File: src/rtl/tcp_pkg.sv
// Constants for the transmit command word parser.
// Assumes one clock domain; used by tcp_parser, which sizes tcp_fifo from it.
package tcp_pkg;
  // Data path widths
  localparam int WORD_W = 32;
  localparam int BE_W = 4;
  localparam int FIFO_DEPTH = 8;
  localparam int SIZE_W = 11;
  localparam int SUM_W = 12;
  localparam int CNT_W = 10;

  // First command word fields
  localparam int A_OFF_HI = 20;
  localparam int A_OFF_LO = 16;
  localparam int A_ALIGN_HI = 25;
  localparam int A_ALIGN_LO = 24;
  localparam int A_FIRST_BIT = 13;
  localparam int A_LAST_BIT = 12;
  localparam int SIZE_HI = 10;

  // Second command word fields
  localparam int B_TAG_HI = 31;
  localparam int B_TAG_LO = 16;
  localparam int B_CRC_OFF_BIT = 13;
  localparam int B_PAD_OFF_BIT = 12;

  // End alignment codes
  localparam logic [1:0] ALIGN_4 = 2'h0;
  localparam logic [1:0] ALIGN_16 = 2'h1;
  localparam logic [1:0] ALIGN_32 = 2'h2;
  localparam logic [1:0] ALIGN_RSVD = 2'h3;

  // Alignment sizes in words, less one (used as masks)
  localparam logic [2:0] ALIGN_4_MASK = 3'h0;
  localparam logic [2:0] ALIGN_16_MASK = 3'h3;
  localparam logic [2:0] ALIGN_32_MASK = 3'h7;

  // Command words ahead of each buffer's data
  localparam logic [12:0] CMD_WORDS = 13'h0002;
  localparam logic [SUM_W-1:0] BYTE_ROUND = 12'h003;
  localparam logic [BE_W-1:0] BE_ALL = 4'hf;
  localparam logic [1:0] LANE_TOP = 2'h3;

  // Parser states
  typedef enum logic [2:0] {
    ST_CMD_A = 3'b000,
    ST_CMD_B = 3'b001,
    ST_SKIP = 3'b010,
    ST_DATA = 3'b011,
    ST_PAD = 3'b100
  } tcp_state_t;
endpackage : tcp_pkg

File: src/rtl/tcp_fifo.sv
// Synchronous word FIFO with valid/ready on both sides.
// Assumes a single clock; flags are registered.
`timescale 1ns/100ps
module tcp_fifo #(
  parameter int WIDTH = 32,
  parameter int DEPTH = 8
) (
  input wire logic ref_clk,
  input wire logic reset_n,
  input wire logic in_valid,
  input wire logic [WIDTH-1:0] in_data,
  output logic in_ready,
  output logic out_valid,
  output logic [WIDTH-1:0] out_data,
  input wire logic out_ready
);
  localparam int AW = $clog2(DEPTH);

  logic [WIDTH-1:0] mem [DEPTH];
  logic [AW-1:0] wr_ptr;
  logic [AW-1:0] rd_ptr;
  logic [AW:0] count;
  logic [AW:0] next_count;
  wire push = in_valid & in_ready;
  wire pop = out_valid & out_ready;

  // Occupancy after this cycle
  assign next_count = count + (AW+1)'(push) - (AW+1)'(pop);
  assign out_data = mem[rd_ptr];

  // Storage writes
  always_ff @(posedge ref_clk) begin
    if (push) begin
      mem[wr_ptr] <= in_data;
    end
  end

  // Pointers and registered flags
  always_ff @(posedge ref_clk or negedge reset_n) begin
    if (!reset_n) begin
      wr_ptr <= '0;
      rd_ptr <= '0;
      count <= '0;
      in_ready <= 1'b0;
      out_valid <= 1'b0;
    end else begin
      if (push) begin
        wr_ptr <= (wr_ptr == AW'(DEPTH - 1)) ? '0 : wr_ptr + 1'b1;
      end
      if (pop) begin
        rd_ptr <= (rd_ptr == AW'(DEPTH - 1)) ? '0 : rd_ptr + 1'b1;
      end
      count <= next_count;
      in_ready <= (next_count != (AW+1)'(DEPTH));
      out_valid <= (next_count != '0);
    end
  end
endmodule : tcp_fifo

File: src/rtl/tcp_parser.sv
// Transmit command word parser: takes host words through a FIFO,
// strips command words, offsets and end padding, checks packet length.
// Assumes host words come from logic on ref_clk and the MAC side
// obeys valid/ready.
// Words are trusted to arrive in stream order; no resync after an error.
`timescale 1ns/100ps

// How it works
// [RULE1] Command A bits 20:16 give start offset
// [RULE2] Command A bit 13 marks opening segment
// [RULE3] Command A bit 12 marks closing segment
// [RULE4] Buffer size and alignment give padding words
// [RULE5] Summed segment sizes checked against length
// [RULE6] Command B tag copied out for status
// [RULE7] Command B bit 13 suppresses appended FCS
// [RULE8] Bit 12 stops padding, forces FCS on
// [RULE9] Command B bits 10:0 packet byte count
// [RULE10] Data follows the two command words
// [RULE11] Low offset bits choose first byte lane
// [RULE12] Upper offset bits skip whole leading words
// [RULE13] Unused trailing bytes never forwarded
// [RULE14] Host end padding dropped automatically
// [RULE15] Host writes zeros in reserved bits
// [RULE16] Alignment code 00/01/10, 11 reserved
// [RULE17] Command B must match across segments
// [RULE18] Missing or early opening segment flagged
module tcp_parser (
  input wire logic ref_clk,
  input wire logic reset_n,
  input wire logic host_valid,
  input wire logic [31:0] host_data,
  output logic host_ready,
  output logic tx_valid,
  output logic [31:0] tx_data,
  output logic [3:0] tx_byte_en,
  output logic tx_first,
  output logic tx_last,
  input wire logic tx_ready,
  output logic [15:0] pkt_tag,
  output logic crc_append,
  output logic pad_disable,
  output logic transmit_error_flag,
  input wire logic error_clear
);
  // FIFO side signals
  // The FIFO head is read in place and popped only when used
  logic fifo_in_ready;
  logic fifo_valid;
  logic [tcp_pkg::WORD_W-1:0] word;
  logic fifo_pop;

  // Parser state
  // Fields of the current buffer live here until its last word
  tcp_pkg::tcp_state_t state;
  tcp_pkg::tcp_state_t next_state;
  logic [tcp_pkg::CNT_W-1:0] cnt;
  logic [tcp_pkg::CNT_W-1:0] next_cnt;
  logic [4:0] start_off;
  logic [1:0] align_code;
  logic seg_first;
  logic seg_last;
  logic [tcp_pkg::SIZE_W-1:0] buf_size;
  logic [tcp_pkg::WORD_W-1:0] saved_b;
  logic [tcp_pkg::SUM_W-1:0] byte_sum;
  logic in_packet;
  logic first_pending;
  logic word_first;
  logic [2:0] pad_n;

  // Host words land in the FIFO before parsing
  // It absorbs MAC stalls so the host sees back-pressure late
  tcp_fifo #(
    .WIDTH(tcp_pkg::WORD_W),
    .DEPTH(tcp_pkg::FIFO_DEPTH)
  ) u_fifo (
    .ref_clk(ref_clk),
    .reset_n(reset_n),
    .in_valid(host_valid),
    .in_data(host_data),
    .in_ready(fifo_in_ready),
    .out_valid(fifo_valid),
    .out_data(word),
    .out_ready(fifo_pop)
  );

  // Field decode of the word at the FIFO head; the state says which
  // command word it is, so both layouts are decoded side by side
  wire [4:0] w_off = word[tcp_pkg::A_OFF_HI:tcp_pkg::A_OFF_LO]; // RULE1
  wire [1:0] w_align = word[tcp_pkg::A_ALIGN_HI:tcp_pkg::A_ALIGN_LO];
  wire w_first = word[tcp_pkg::A_FIRST_BIT]; // RULE2
  wire w_last = word[tcp_pkg::A_LAST_BIT]; // RULE3
  wire [tcp_pkg::SIZE_W-1:0] w_size = word[tcp_pkg::SIZE_HI:0]; // RULE4 RULE9

  // Second command word fields
  wire [15:0] w_tag = word[tcp_pkg::B_TAG_HI:tcp_pkg::B_TAG_LO]; // RULE6
  wire w_crc_off = word[tcp_pkg::B_CRC_OFF_BIT];
  wire w_pad_off = word[tcp_pkg::B_PAD_OFF_BIT];

  // Word counts derived from the stored first command word; the lane
  // offset widens the byte span, rounding up gives whole data words
  wire [1:0] lane_lo = start_off[1:0]; // RULE11
  wire [2:0] skip_n = start_off[4:2]; // RULE12
  wire [tcp_pkg::SUM_W-1:0] span = tcp_pkg::SUM_W'(lane_lo) + tcp_pkg::SUM_W'(buf_size);
  wire [tcp_pkg::SUM_W-1:0] span_up = span + tcp_pkg::BYTE_ROUND;
  wire [tcp_pkg::CNT_W-1:0] data_n = span_up[tcp_pkg::SUM_W-1:2];

  // Lane of the last valid byte in the final data word
  wire [tcp_pkg::SUM_W-1:0] span_end = span - 1'b1;
  wire [1:0] lane_hi = span_end[1:0]; // RULE13

  // Alignment mask in words
  // Reserved code falls back to no padding and is flagged below
  wire [2:0] align_mask = (align_code == tcp_pkg::ALIGN_32) ? tcp_pkg::ALIGN_32_MASK :
                          (align_code == tcp_pkg::ALIGN_16) ? tcp_pkg::ALIGN_16_MASK :
                          tcp_pkg::ALIGN_4_MASK; // RULE16

  // Padding words bring the buffer to the alignment boundary
  // The two command words count, so the whole buffer is aligned
  wire [12:0] buf_words = tcp_pkg::CMD_WORDS + 13'(skip_n) + 13'(data_n); // RULE10
  wire [12:0] buf_neg = 13'h0000 - buf_words;
  wire [2:0] pad_calc = buf_neg[2:0] & align_mask; // RULE4 RULE14

  // Byte enables for the current data word
  // A one-word buffer gets both the low and the high mask
  wire [3:0] mask_lo = tcp_pkg::BE_ALL << lane_lo; // RULE11
  wire [3:0] mask_hi = tcp_pkg::BE_ALL >> (tcp_pkg::LANE_TOP - lane_hi); // RULE13
  wire last_word = (cnt == tcp_pkg::CNT_W'(1));
  wire [3:0] word_be = (word_first ? mask_lo : tcp_pkg::BE_ALL) &
                       (last_word ? mask_hi : tcp_pkg::BE_ALL);

  // Output stage can take a word
  // Only data words wait for it; command, skip and pad words never stall
  wire out_free = ~tx_valid | tx_ready;
  assign fifo_pop = fifo_valid & ((state != tcp_pkg::ST_DATA) | out_free);
  wire take_a = fifo_pop & (state == tcp_pkg::ST_CMD_A);
  wire take_b = fifo_pop & (state == tcp_pkg::ST_CMD_B);
  wire take_d = fifo_pop & (state == tcp_pkg::ST_DATA);

  // Running byte sum including this segment
  // An opening segment restarts the sum, whatever came before
  wire [tcp_pkg::SUM_W-1:0] sum_base = seg_first ? '0 : byte_sum;
  wire [tcp_pkg::SUM_W-1:0] sum_new = sum_base + tcp_pkg::SUM_W'(buf_size); // RULE5

  // Error conditions checked when the second command word arrives
  // The first command word is already captured by then
  wire err_len = seg_last & (sum_new != tcp_pkg::SUM_W'(w_size)); // RULE5 RULE9
  wire err_b = in_packet & ~seg_first & (word != saved_b); // RULE17
  wire err_seq = (in_packet & seg_first) | (~in_packet & ~seg_first); // RULE18
  wire err_align = (align_code == tcp_pkg::ALIGN_RSVD); // RULE16
  wire err_event = take_b & (err_len | err_b | err_seq | err_align);

  // Phase that follows the data words
  // Pad counts widened to the phase counter
  wire [tcp_pkg::CNT_W-1:0] pad_cnt = tcp_pkg::CNT_W'(pad_n);
  wire [tcp_pkg::CNT_W-1:0] pad_cnt_b = tcp_pkg::CNT_W'(pad_calc);

  // Next state and counter
  // Empty phases are passed over so no cycle is lost between buffers
  always_comb begin
    next_state = state;
    next_cnt = cnt;
    case (state)
      tcp_pkg::ST_CMD_A: begin
        if (take_a) begin
          next_state = tcp_pkg::ST_CMD_B;
        end
      end
      tcp_pkg::ST_CMD_B: begin
        if (take_b) begin
          if (skip_n != 3'h0) begin
            next_state = tcp_pkg::ST_SKIP; // RULE12
            next_cnt = tcp_pkg::CNT_W'(skip_n);
          end else if (data_n != '0) begin
            next_state = tcp_pkg::ST_DATA; // RULE10
            next_cnt = data_n;
          end else if (pad_calc != 3'h0) begin
            next_state = tcp_pkg::ST_PAD;
            next_cnt = pad_cnt_b;
          end else begin
            next_state = tcp_pkg::ST_CMD_A;
          end
        end
      end
      tcp_pkg::ST_SKIP: begin
        if (fifo_pop) begin
          next_cnt = cnt - 1'b1;
          if (last_word) begin
            if (data_n != '0) begin
              next_state = tcp_pkg::ST_DATA;
              next_cnt = data_n;
            end else if (pad_n != 3'h0) begin
              next_state = tcp_pkg::ST_PAD;
              next_cnt = pad_cnt;
            end else begin
              next_state = tcp_pkg::ST_CMD_A;
            end
          end
        end
      end
      tcp_pkg::ST_DATA: begin
        if (take_d) begin
          next_cnt = cnt - 1'b1;
          if (last_word) begin
            if (pad_n != 3'h0) begin
              next_state = tcp_pkg::ST_PAD;
              next_cnt = pad_cnt;
            end else begin
              next_state = tcp_pkg::ST_CMD_A;
            end
          end
        end
      end
      tcp_pkg::ST_PAD: begin
        if (fifo_pop) begin
          next_cnt = cnt - 1'b1; // RULE14
          if (last_word) begin
            next_state = tcp_pkg::ST_CMD_A;
          end
        end
      end
      default: begin
        next_state = tcp_pkg::ST_CMD_A;
        next_cnt = '0;
      end
    endcase
  end

  // State register
  // Counter holds the words left in the current phase
  always_ff @(posedge ref_clk or negedge reset_n) begin
    if (!reset_n) begin
      state <= tcp_pkg::ST_CMD_A;
      cnt <= '0;
    end else begin
      state <= next_state;
      cnt <= next_cnt;
    end
  end

  // Capture first command word fields
  // Held until the next buffer's first command word
  always_ff @(posedge ref_clk or negedge reset_n) begin
    if (!reset_n) begin
      start_off <= '0;
      align_code <= tcp_pkg::ALIGN_4;
      seg_first <= 1'b0;
      seg_last <= 1'b0;
      buf_size <= '0;
    end else if (take_a) begin
      start_off <= w_off; // RULE1
      align_code <= w_align; // RULE16
      seg_first <= w_first; // RULE2
      seg_last <= w_last; // RULE3
      buf_size <= w_size; // RULE4
    end
  end

  // Packet tracking on the second command word
  // Only the opening segment's word is kept for the match check
  always_ff @(posedge ref_clk or negedge reset_n) begin
    if (!reset_n) begin
      saved_b <= '0;
      byte_sum <= '0;
      in_packet <= 1'b0;
      pad_n <= '0;
    end else if (take_b) begin
      saved_b <= seg_first ? word : saved_b; // RULE17
      byte_sum <= sum_new; // RULE5
      in_packet <= ~seg_last; // RULE2 RULE3
      pad_n <= pad_calc; // RULE4
    end
  end

  // Frame controls for the MAC, taken from the opening segment
  // Later segments must repeat them, so they are not reloaded
  always_ff @(posedge ref_clk or negedge reset_n) begin
    if (!reset_n) begin
      pkt_tag <= '0;
      crc_append <= 1'b1;
      pad_disable <= 1'b0;
    end else if (take_b & seg_first) begin
      pkt_tag <= w_tag; // RULE6
      crc_append <= ~w_crc_off | w_pad_off; // RULE7 RULE8
      pad_disable <= w_pad_off; // RULE8
    end
  end

  // First-word markers for lanes and packet start
  // The packet mark survives a segment with no data words
  always_ff @(posedge ref_clk or negedge reset_n) begin
    if (!reset_n) begin
      first_pending <= 1'b0;
      word_first <= 1'b0;
    end else begin
      if (take_b) begin
        first_pending <= seg_first | first_pending;
        word_first <= 1'b1;
      end else if (take_d) begin
        first_pending <= 1'b0;
        word_first <= 1'b0;
      end
    end
  end

  // Output word register towards the MAC
  // A stalled word never changes until the MAC takes it
  always_ff @(posedge ref_clk or negedge reset_n) begin
    if (!reset_n) begin
      tx_valid <= 1'b0;
      tx_data <= '0;
      tx_byte_en <= '0;
      tx_first <= 1'b0;
      tx_last <= 1'b0;
    end else if (take_d) begin
      tx_valid <= 1'b1;
      tx_data <= word;
      tx_byte_en <= word_be; // RULE11 RULE13
      tx_first <= first_pending;
      tx_last <= seg_last & last_word;
    end else if (tx_ready) begin
      tx_valid <= 1'b0;
    end
  end

  // Sticky error flag; a new error wins over a clear
  // No resync: parsing goes on with the words as given
  always_ff @(posedge ref_clk or negedge reset_n) begin
    if (!reset_n) begin
      transmit_error_flag <= 1'b0;
    end else if (err_event) begin
      transmit_error_flag <= 1'b1; // RULE5 RULE17 RULE18
    end else if (error_clear) begin
      transmit_error_flag <= 1'b0;
    end
  end

  // Host back-pressure straight from the FIFO's registered flag
  // Copy only, so the host sees a flop output
  always_comb begin
    host_ready = fifo_in_ready;
  end
endmodule : tcp_parser

File: config.mk
export PLATFORM = sky130hd
export DESIGN_NAME = tcp_parser
export DESIGN_NICKNAME = d
export VERILOG_FILES = /design/src/rtl/tcp_pkg.sv /design/src/rtl/tcp_fifo.sv /design/src/rtl/tcp_parser.sv
export SDC_FILE = /design/constraint.sdc
export NUM_CORES = 1
export LEC_CHECK = 0
export ABC_CLOCK_PERIOD_IN_PS = 5200
export BUFFER_PORTS_ARGS = -buffer_cell sky130_fd_sc_hd__buf_2
export CORE_MARGIN = 2
export CORE_UTILIZATION = 45
export CTS_CLUSTER_SIZE = 10
export DETAILED_ROUTE_END_ITERATION = 7
export SETUP_SLACK_MARGIN = 0.15
export SYNTH_ARGS = -nofsm -noshare
export SYNTH_HDL_FRONTEND = slang
export SYNTH_HIERARCHICAL = 1
export SYNTH_SLANG_ARGS = --single-unit
File: constraint.sdc
create_clock -name ref_clk -period 5.2 [get_ports ref_clk]
set_input_delay 1.04 -clock ref_clk [delete_from_list [all_inputs] [get_ports ref_clk]]
set_output_delay 1.04 -clock ref_clk [all_outputs]
set_load 0.01 [all_outputs]
==> results.ini, run 1 <==
[status]
status = finished, final reports clean

[floorplanning]
dieHeight_um = 202
die-area_um2 = 40800
die_x_um = 202
rows = 72
coreArea_um2 = 38600
start_util_pct = 45.7
io_pins = 96

[place]
gp_congestion = 0.875
port_buffers = 95
dp_hpwl_mm = 26.0
place_ws_ns = 0.944

[power]
p_int_mw = 8.63
p_switching_mw = 5.23
p_comb_share_pct = 44.6
p_per_area_nw_per_um2 = 696
switching_share_pct = 37.7
pwr-share-clk_pct = 20.3
ir_worst_vdd_mv = 0.310
seqPwrFrac_pct = 35.1
leakage_nw = 7.45

[route]
drt-initial-drc-count = 663
wl_mm = 40.9
drc = 0
drtPass1Iterations = 5
routed_via_density = 5.60
ant_nets = 0
post_drt_wl_per_cell_um = 22.8
vias = 10100

[timing]
fmax_mhz = 232
worst_pin_slew_ns = 1.13
period_share_pct = 83.0
relSlewSlack_pct = 24.5
fin_tns_setup_ns = 0
finalWorstSetupSlack_ns = 0.882
hold_slack_ns = 0.473
finalMaxSlewViolations = 0
finalHoldViolCount = 0
setup_viol = 0
fin_crit_ns = 4.32
clock_skew_ns = 0.0181
rsz0062_at_grt = no

[grt]
gr-usage-met2_pct = 34.3
grt_pass1_wl_mm = 62.4
grt_usage_pct = 20.5
grt_max_degree = 67
grt.busiest_layer = met2
antenna_found_initial = 5
grt_use_met1_pct = 27.2
grt_pass1_vias = 10300
globalRouteOverflowTotal = 0
met3_usage_pct = 3.43

[yosys]
synth_commonest_cells = edfxtp_1 (256), dfrtp_1 (135), mux2_2 (116), nand2_1 (67), mux4_2 (61)
ys_top_cells_by_area = edfxtp_1 (44%), dfrtp_1 (19%), mux4_2 (7.8%), mux2_2 (7.4%), xor2_1 (2.3%)
ys_types = 76
synth_nets = 1215
yosysSeqAreaShare_pct = 62.8
ys_dominant_reg_cell = edfxtp_1
syn_inst = 1144
async_flop_share_pct = 34.7
netlist_area_um2 = 17700
synth_top_area_share_pct = 43.5
syn_avg_cell_area_um2 = 15.4
synth_edf_count = 256
yosysWarnings = 6
synth_top_cell_by_area = edfxtp_1
yosysMostFrequentCell = edfxtp_1
synth_seq_cells = 392

[min_path]
hp-start = byte_sum[0]
hold_end = byte_sum[0]
min_delay_path_depth = 2
hold_class = flip-flop to flip-flop

[clock_tree]
cts-resized-gates = 0
cts_hold_repair.buffers = 0
cts_buffer_depth = 3
clkSinkCount = 392
postCtsSetupRepairBufs = 0
cts-buffers-inserted = 45
root_buffer = clkbuf_16
h-tree-depth = 2
clk_pin_slew_ns = 0.06
tritoncts = yes
clk_latency_ns = 0.56

[final_layout]
drive_above_1_share_pct = 28.8
nNetsFinal = 1313
area_growth_pct = 12.8

[setup_path]
cp-end-kind = flip-flop
rrSetupSlack_ns = 0.88
cp_data_arrival_time_ns = 4.82
rr_endpoint = cnt[4]
path_max_fanout = 14
critPathKind = flip-flop to flip-flop
r2r_start = start_off[0]
critPathLaunchType = flip-flop
ff2ff_path_depth = 11
critical_path_required_ns = 5.70

[run]
maxCapViolCount = 0

metal layers:
metal,up-vias,share of wire [%]
met1,5182,43
met5,-,0.078
met3,67,4.7
met2,242,50
met4,6,2.5
li1,4568,-
how the worst max path moves through the flow:
stage                startpoint                   to  depth (start not counted)
2_1_floorplan        host_valid     u_fifo/mem[0][0]                          2
3_3_place_gp   u_fifo/rd_ptr[0]  transmit_error_flag                         11
3_5_place_dp       start_off[0]               cnt[4]                         11
4_1_cts        u_fifo/rd_ptr[0]  transmit_error_flag                         12
5_1_grt            start_off[0]               cnt[4]                         11
6_report           start_off[0]               cnt[4]                         11
critical path, cell delays in order, from the launching register on:
cell and delay, ns:
dfrtp_1 0.40, ha_1 0.27, fa_1 0.52, inv_1 0.07
ha_1 0.25, nor4_2 0.63, o2111ai_1 0.22, a32o_1 0.34
nor4_4 0.68, a31oi_1 0.40, a211oi_1 0.33, a211o_1 0.13
power by group through the flow:
stage,clock network [mW],logic (mW),registers (mW)
floorplan,0,4.70,4.68
global placement,0,6.18,4.91
global route,3.01,6.79,4.98
CTS,2.88,6.25,4.88
finish,2.81,6.18,4.87
detailed placement,0,6.20,4.94
placed cells by master (no fill, tap or decap), types with 17 or more instances in the layout:
cell type and instances:
edfxtp_1 256, dfrtp_1 133, mux2_2 116, buf_2 94, nand2_1 66, mux4_2 61, o21ai_0 55, xor2_1 47
clkbuf_16 45, nor2_1 34, clkbuf_1 34, inv_1 30, ha_1 30, xnor2_1 23, nor3_1 21, buf_4 19
nor2b_1 17
registers in the layout, summed over array words and instances, names as in the netlist, 2 cells and up:
| signal | count |
|---|---|
| align_code | 2 |
| buf_size | 11 |
| byte_sum | 12 |
| cnt | 10 |
| pad_n | 3 |
| saved_b | 32 |
| start_off | 5 |
| state | 3 |
| tx_byte_en | 4 |
| tx_data | 32 |
| u_fifo/count | 4 |
| u_fifo/mem | 256 |
| u_fifo/rd_ptr | 3 |
| u_fifo/wr_ptr | 3 |
metrics by stage:
stage	cells	instance area [um2]	power, mW	utilization (%)
4_1_cts	1795	19900	14.0	51.5
5_1_grt	1796	19900	14.8	51.5
6_report	1797	19900	13.9	51.5
3_3_place_gp	1713	18600	11.1	48.2
2_1_floorplan	1144	17700	9.38	-
3_5_place_dp	1713	18600	11.1	48.2
area by class of cell:
class	instances	area, um2
clock inverters	2	17.5
multi-input cells	658	6130
clock buffers	80	1270
well taps	518	648
fillers	3171	18700
diodes	2	5.00
inverters	30	113
flip-flops and latches	392	11100
repair buffers	115	644
cell families after synthesis:
kind of cell,after synthesis,synth area share (%)
simple gates,224,6.49
flops,392,62.8
buf+inv,94,2.81
compound gates,141,5.37
mux,184,15.9
fa+ha+maj,34,2.58
xor+xnor,75,4.08
Power figures use the tool's default switching activity.
==> run 2: changes to the inputs <==
Settings changed: ABC_CLOCK_PERIOD_IN_PS 5200 to 4100.
Clock period 5.2 ns to 4.1 ns, I/O delays scaled along.
==> run 2 against run 1 <==
  * Die area unchanged
  * Global-route usage down 0.18 points
  * Highest routed layer unchanged
  * Sequential cell count unchanged
  * Combinational power up 32%
  * Total power up 30%
==> results.ini, run 2 (same netlist as run 1, synthesis figures left out) <==
[status]
status = finished, final reports clean  ; unchanged

[place]
dp_hpwl_mm = 25.9  ; was 26.0 mm
place_ws_ns = 0.0981  ; was 0.944 ns
port_buffers = 95  ; unchanged
gp_congestion = 0.898  ; was 0.875

[route]
routed_via_density = 5.51  ; was 5.60
wl_mm = 40.5  ; was 40.9 mm
vias = 10000  ; was 10.1k
ant_nets = 0  ; unchanged
drt-initial-drc-count = 667  ; was 663
drc = 0  ; unchanged
post_drt_wl_per_cell_um = 22.3  ; was 22.8 um
drtPass1Iterations = 5  ; unchanged

[timing]
fmax_mhz = 265  ; was 232 MHz
finalWorstSetupSlack_ns = 0.320  ; was 0.882 ns
clock_skew_ns = 0.0144  ; was 0.0181 ns
fin_tns_setup_ns = 0  ; unchanged
rsz0062_at_grt = no  ; unchanged
relSlewSlack_pct = 35.2  ; was 24.5%
finalMaxSlewViolations = 0  ; unchanged
period_share_pct = 92.2  ; was 83.0%
fin_crit_ns = 3.78  ; was 4.32 ns
worst_pin_slew_ns = 0.973  ; was 1.13 ns
setup_viol = 0  ; unchanged
finalHoldViolCount = 0  ; unchanged

[clock_tree]
clk_pin_slew_ns = 0.06  ; about the same
cts-resized-gates = 1  ; was 0
tritoncts = yes  ; unchanged
postCtsSetupRepairBufs = 0  ; unchanged
clkSinkCount = 392  ; unchanged
clk_latency_ns = 0.57  ; was 0.56 ns
cts_hold_repair.buffers = 0  ; unchanged
root_buffer = clkbuf_16  ; unchanged
cts-buffers-inserted = 46  ; was 45
h-tree-depth = 2  ; unchanged
cts_buffer_depth = 3  ; unchanged

[floorplanning]
coreArea_um2 = 38600  ; unchanged
io_pins = 96  ; unchanged
die-area_um2 = 40800  ; unchanged
rows = 72  ; unchanged
start_util_pct = 45.7  ; unchanged
dieHeight_um = 202  ; unchanged
die_x_um = 202  ; unchanged

[final_layout]
layout_commonest_cell = edfxtp_1  ; unchanged
largest_reg_flops = 256  ; unchanged
top_register = u_fifo/mem  ; unchanged
area_growth_pct = 14.5  ; was 12.8%
drive_above_1_share_pct = 30.4  ; was 28.8%
nNetsFinal = 1331  ; was 1,313
reg.largest.list = u_fifo/mem (256), saved_b (32), tx_data (32)  ; unchanged
final_cell_mix = edfxtp_1 (256), dfrtp_1 (133), mux2_2 (116), buf_2 (94), nand2_1 (66)  ; unchanged
n_antenna_cell = 0  ; was 2

[power]
p_per_area_nw_per_um2 = 891  ; was 696 nW/um2
ir_worst_vdd_mv = 0.391  ; was 0.310 mV
leakage_nw = 7.60  ; was 7.45 nW
p_total_mw = 18.0  ; was 13.9 mW

[min_path]
hold_class = input pin to async pin  ; was flip-flop to flip-flop

[setup_path]
max_stage_delay_ns = 0.51  ; was 0.68 ns
critical_path_required_ns = 4.55  ; was 5.70 ns
cp_cell_sequence = ha_2, fa_1, inv_1, ha_2, xnor2_1, ha_1, fa_1, xor2_1, xnor3_1, nand2_1, and3_1, or2_4, a211o_1  ; was ha_1, fa_1, inv_1, ha_1, nor4_2, o2111ai_1, a32o_1, nor4_4, a31oi_1, a211oi_1, a211o_1
cp_data_arrival_time_ns = 4.23  ; was 4.82 ns
cp-end-kind = flip-flop  ; unchanged
critPathLaunchType = flip-flop  ; unchanged
critPathKind = flip-flop to flip-flop  ; unchanged
path_max_fanout = 9  ; was 14
critical-path-slowest-cell = fa_1  ; was nor4_4

[grt]
grt_pass1_wl_mm = 62.5  ; was 62.4 mm
grt_usage_pct = 20.3  ; was 20.5%
globalRouteOverflowTotal = 0  ; unchanged
grt_max_degree = 76  ; was 67
antenna_found_initial = 2  ; was 5
grt_pass1_vias = 10300  ; about the same

[run]
maxCapViolCount = 0  ; unchanged

==> run 2: worst max-delay path: cells and delay by family (launching register included) <==
kind	cells	cell delay, ns
compound gates	1	0.31
xor+xnor	3	0.69
fa+ha+maj	5	1.56
buf+inv	1	0.08
flops	1	0.41
simple gates	3	0.60
==> run 2: routing by layer <==
layer / routed length (um) / GRT usage, % / share of wire, % / vias to the layer above
met5: 23 / 0 / 0.057 / -
met4: 1270 / 7.17 / 3.1 / 4
met3: 1760 / 4.08 / 4.3 / 78
met2: 19700 / 33.5 / 49 / 204
met1: 17800 / 26.9 / 44 / 5119
li1: - / - / - / 4600
==> run 2: cell type report <==
class	instances	area, um2
fillers	3225	18400
repair buffers	132	835
inverters	30	113
clock inverters	4	48.8
well taps	518	648
flip-flops and latches	392	11100
clock buffers	81	1310
multi-input cells	658	6160
==> run 2: report_power, final <==
group / switching [mW] / internal [mW]
Sequential: 0.786 / 5.31
Clock: 1.53 / 2.22
Combinational: 4.40 / 3.77
Total: 6.71 / 11.3
==> run 2: path summary, 6_finish.rpt <==
| kind | cells past startpoint | from | end | slack, ns |
|---|---|---|---|---|
| worst max-delay path | 13 | start_off[0] | cnt[3] | 0.32 |
| worst min-delay path | 1 | reset_n | tx_valid | 0.26 |
| worst max register to register | 13 | start_off[0] | cnt[3] | 0.32 |
| worst min register to register | 2 | byte_sum[0] | byte_sum[0] | 0.47 |
| max in group asynchronous | 2 | reset_n | u_fifo/in_ready | 2.95 |
| min in group ref_clk | 2 | byte_sum[0] | byte_sum[0] | 0.47 |
==> run 2: stage by stage <==
step                      instance area, um2  utilization [%]  std cells  hold slack [ns]
after CTS                              20200             52.2       1815            0.289
after global routing                   20200             52.3       1815            0.312
final                                  20200             52.3       1815            0.264
after global placement                 18800             48.7       1730            0.450
after floorplan                        17700                -       1144            0.438
after detailed placement               18800             48.7       1730            0.456
==> run 3: changes to the inputs <==
Settings changed: CORE_UTILIZATION 45 to 50, PLACE_DENSITY from default to 0.67, RECOVER_POWER from default to 100.
==> run 3 against run 2 <==
  * The flow now finishes with violations (capacitance limit, slew limit)
  * First-iteration DRC count grew 1.2%
  * Die area is 9.8% lower
  * Wire length down 4.1%
  * Highest routed layer is now met4
  * Worst setup slack worse by 0.022 ns
  * Global-route usage rose by 1.4 points
  * Critical path type unchanged
  * Register-to-register slack worse by 0.02 ns
==> results.ini, run 3 (same netlist as run 1, synthesis figures left out) <==
[status]
status = finished, violations left  ; was finished, final reports clean
violations = capacitance limit, slew limit

[timing]
fin_crit_ns = 3.80  ; was 3.78 ns
finalHoldViolCount = 0  ; unchanged
relSlewSlack_pct = -83.0  ; was 35.2%
setup_viol = 0  ; unchanged
worst_pin_slew_ns = 2.75  ; was 0.973 ns
clock_skew_ns = 0.0231  ; was 0.0144 ns
fin_tns_setup_ns = 0  ; unchanged
period_share_pct = 92.7  ; was 92.2%
finalMaxSlewViolations = 320  ; was 0
fmax_mhz = 263  ; was 265 MHz
rsz0062_at_grt = no  ; unchanged

[route]
drc = 0  ; unchanged
vias = 10100  ; was 10.0k
post_drt_wl_per_cell_um = 22.2  ; was 22.3 um
drt-initial-drc-count = 675  ; was 667
drtPass1Iterations = 5  ; unchanged
wl_mm = 38.8  ; was 40.5 mm
routed_via_density = 5.77  ; was 5.51
ant_nets = 0  ; unchanged

[final_layout]
layout_commonest_cell = edfxtp_1  ; unchanged
nNetsFinal = 1329  ; was 1,331
largest_reg_flops = 256  ; unchanged
reg.largest.list = u_fifo/mem (256), saved_b (32), tx_data (32)  ; unchanged
drive_above_1_share_pct = 21.8  ; was 30.4%
final_core_utilization_pct = 57.5  ; was 52.3%
top_register = u_fifo/mem  ; unchanged
multi_input_area_um2 = 6110  ; was 6160 um2
final_cell_mix = edfxtp_1 (256), dfrtp_1 (133), clkbuf_1 (133), mux2_2 (116), nand2_1 (67)  ; was edfxtp_1 (256), dfrtp_1 (133), mux2_2 (116), buf_2 (94), nand2_1 (66)
area_growth_pct = 12.8  ; was 14.5%
n_antenna_cell = 0  ; unchanged
seqCellArea_um2 = 11100  ; unchanged
n_fill_cell = 2767  ; was 3,225

[power]
leakage_nw = 7.28  ; was 7.60 nW
p_per_area_nw_per_um2 = 893  ; was 891 nW/um2
ir_worst_vdd_mv = 0.530  ; was 0.391 mV

[floorplanning]
start_util_pct = 51.0  ; was 45.7%
io_pins = 96  ; unchanged
dieHeight_um = 192  ; was 202 um
die_x_um = 192  ; was 202 um
coreArea_um2 = 34600  ; was 38,600 um2
die-area_um2 = 36800  ; was 40,800 um2
rows = 68  ; was 72

[clock_tree]
clk_latency_ns = 0.57  ; about the same
cts-buffers-inserted = 46  ; unchanged
root_buffer = clkbuf_16  ; unchanged
clkSinkCount = 392  ; unchanged
cts_buffer_depth = 3  ; unchanged
postCtsSetupRepairBufs = 0  ; unchanged
tritoncts = yes  ; unchanged
clk_pin_slew_ns = 0.05  ; was 0.06 ns
h-tree-depth = 2  ; unchanged

[setup_path]
critPathKind = flip-flop to flip-flop  ; unchanged
critPathLaunchType = flip-flop  ; unchanged
critical_path_required_ns = 4.53  ; was 4.55 ns
cp_data_arrival_time_ns = 4.23  ; about the same
path_max_fanout = 9  ; unchanged
cp-end-kind = flip-flop  ; unchanged

[grt]
grt_pass1_wl_mm = 59.5  ; was 62.5 mm
grt_max_degree = 103  ; was 76
grt_usage_pct = 21.7  ; was 20.3%
globalRouteOverflowTotal = 0  ; unchanged
antenna_found_initial = 0  ; was 2
grt_pass1_vias = 10200  ; was 10.3k

[min_path]
hold_class = flip-flop to flip-flop  ; was input pin to async pin

[place]
port_buffers = 95  ; unchanged
dp_hpwl_mm = 24.9  ; was 25.9 mm
gp_congestion = 0.917  ; was 0.898

[run]
maxCapViolCount = 8  ; was 0

run 3: changes by cell type in the layout (fill, tap and decap cells not counted), sizes merged:
cell	change
buf	-112
bufinv	-1
clkbuf	+108
clkinv	+2
run 3: final cells by class:
class	count	share of cell area, %
multi-input combinational	658	30.7
clock buffer	79	6.66
sequential	392	55.7
tap	455	2.86
clock inverter	5	0.452
timing repair buffer	130	3.10
inverter	30	0.565
run 3: critical path: stages (launching register included):
cell	delay [ns]
dfrtp_1	0.40
ha_1	0.27
fa_1	0.51
inv_1	0.08
ha_2	0.22
xnor2_1	0.16
ha_1	0.22
fa_1	0.40
xor2_1	0.18
xnor3_1	0.37
nand2_1	0.12
and3_1	0.19
or2_4	0.28
a211o_1	0.30
run 3: worst paths after layout:
path                       depth (start not counted)  slack [ns]    startpoint                to
hold reg to reg                                    2        0.47   byte_sum[0]       byte_sum[0]
setup / recovery                                  13        0.30  start_off[0]            cnt[8]
hold / removal                                     2        0.47   byte_sum[0]       byte_sum[0]
max in group asynchronous                          1        1.12       reset_n  u_fifo/rd_ptr[0]
setup reg to reg                                  13        0.30  start_off[0]            cnt[8]
min in group asynchronous                          1        1.04       reset_n       tx_data[29]
run 3: power breakdown:
part | internal, mW | switching [mW]
Clock | 2.21 | 1.55
Combinational | 3.60 | 4.30
Sequential | 5.33 | 0.792
Total | 11.1 | 6.64
run 3: timing repair:
action | 4_1_cts | 5_1_grt
endpoints found under the setup margin | 5 | 11
hold buffers | 0 | 0
resized for setup | 1 | 4
gates cloned | 0 | 0
run 3: per-stage QoR:
| stage | area [um2] | total power, mW | std cells | setup slack (ns) | hold slack, ns |
|---|---|---|---|---|---|
| 6_report | 19900 | 17.8 | 1749 | 0.299 | 0.471 |
| 5_1_grt | 19900 | 18.9 | 1749 | 0.100 | 0.481 |
| 4_1_cts | 20100 | 18.0 | 1749 | 0.229 | 0.422 |
| 3_5_place_dp | 18700 | 14.2 | 1665 | 0.134 | 0.459 |
| 3_3_place_gp | 18700 | 14.0 | 1665 | 0.230 | 0.455 |
| 2_1_floorplan | 17700 | 11.9 | 1144 | 0.337 | 0.438 |
run 3: routing by layer:
metal | vias up | global-route usage (%) | routed length (um)
li1 | 4591 | - | -
met1 | 5196 | 29.2 | 16700
met2 | 236 | 36.2 | 19100
met3 | 76 | 3.23 | 1700
met4 | 0 | 7.84 | 1300
met5 | - | 0 | 0
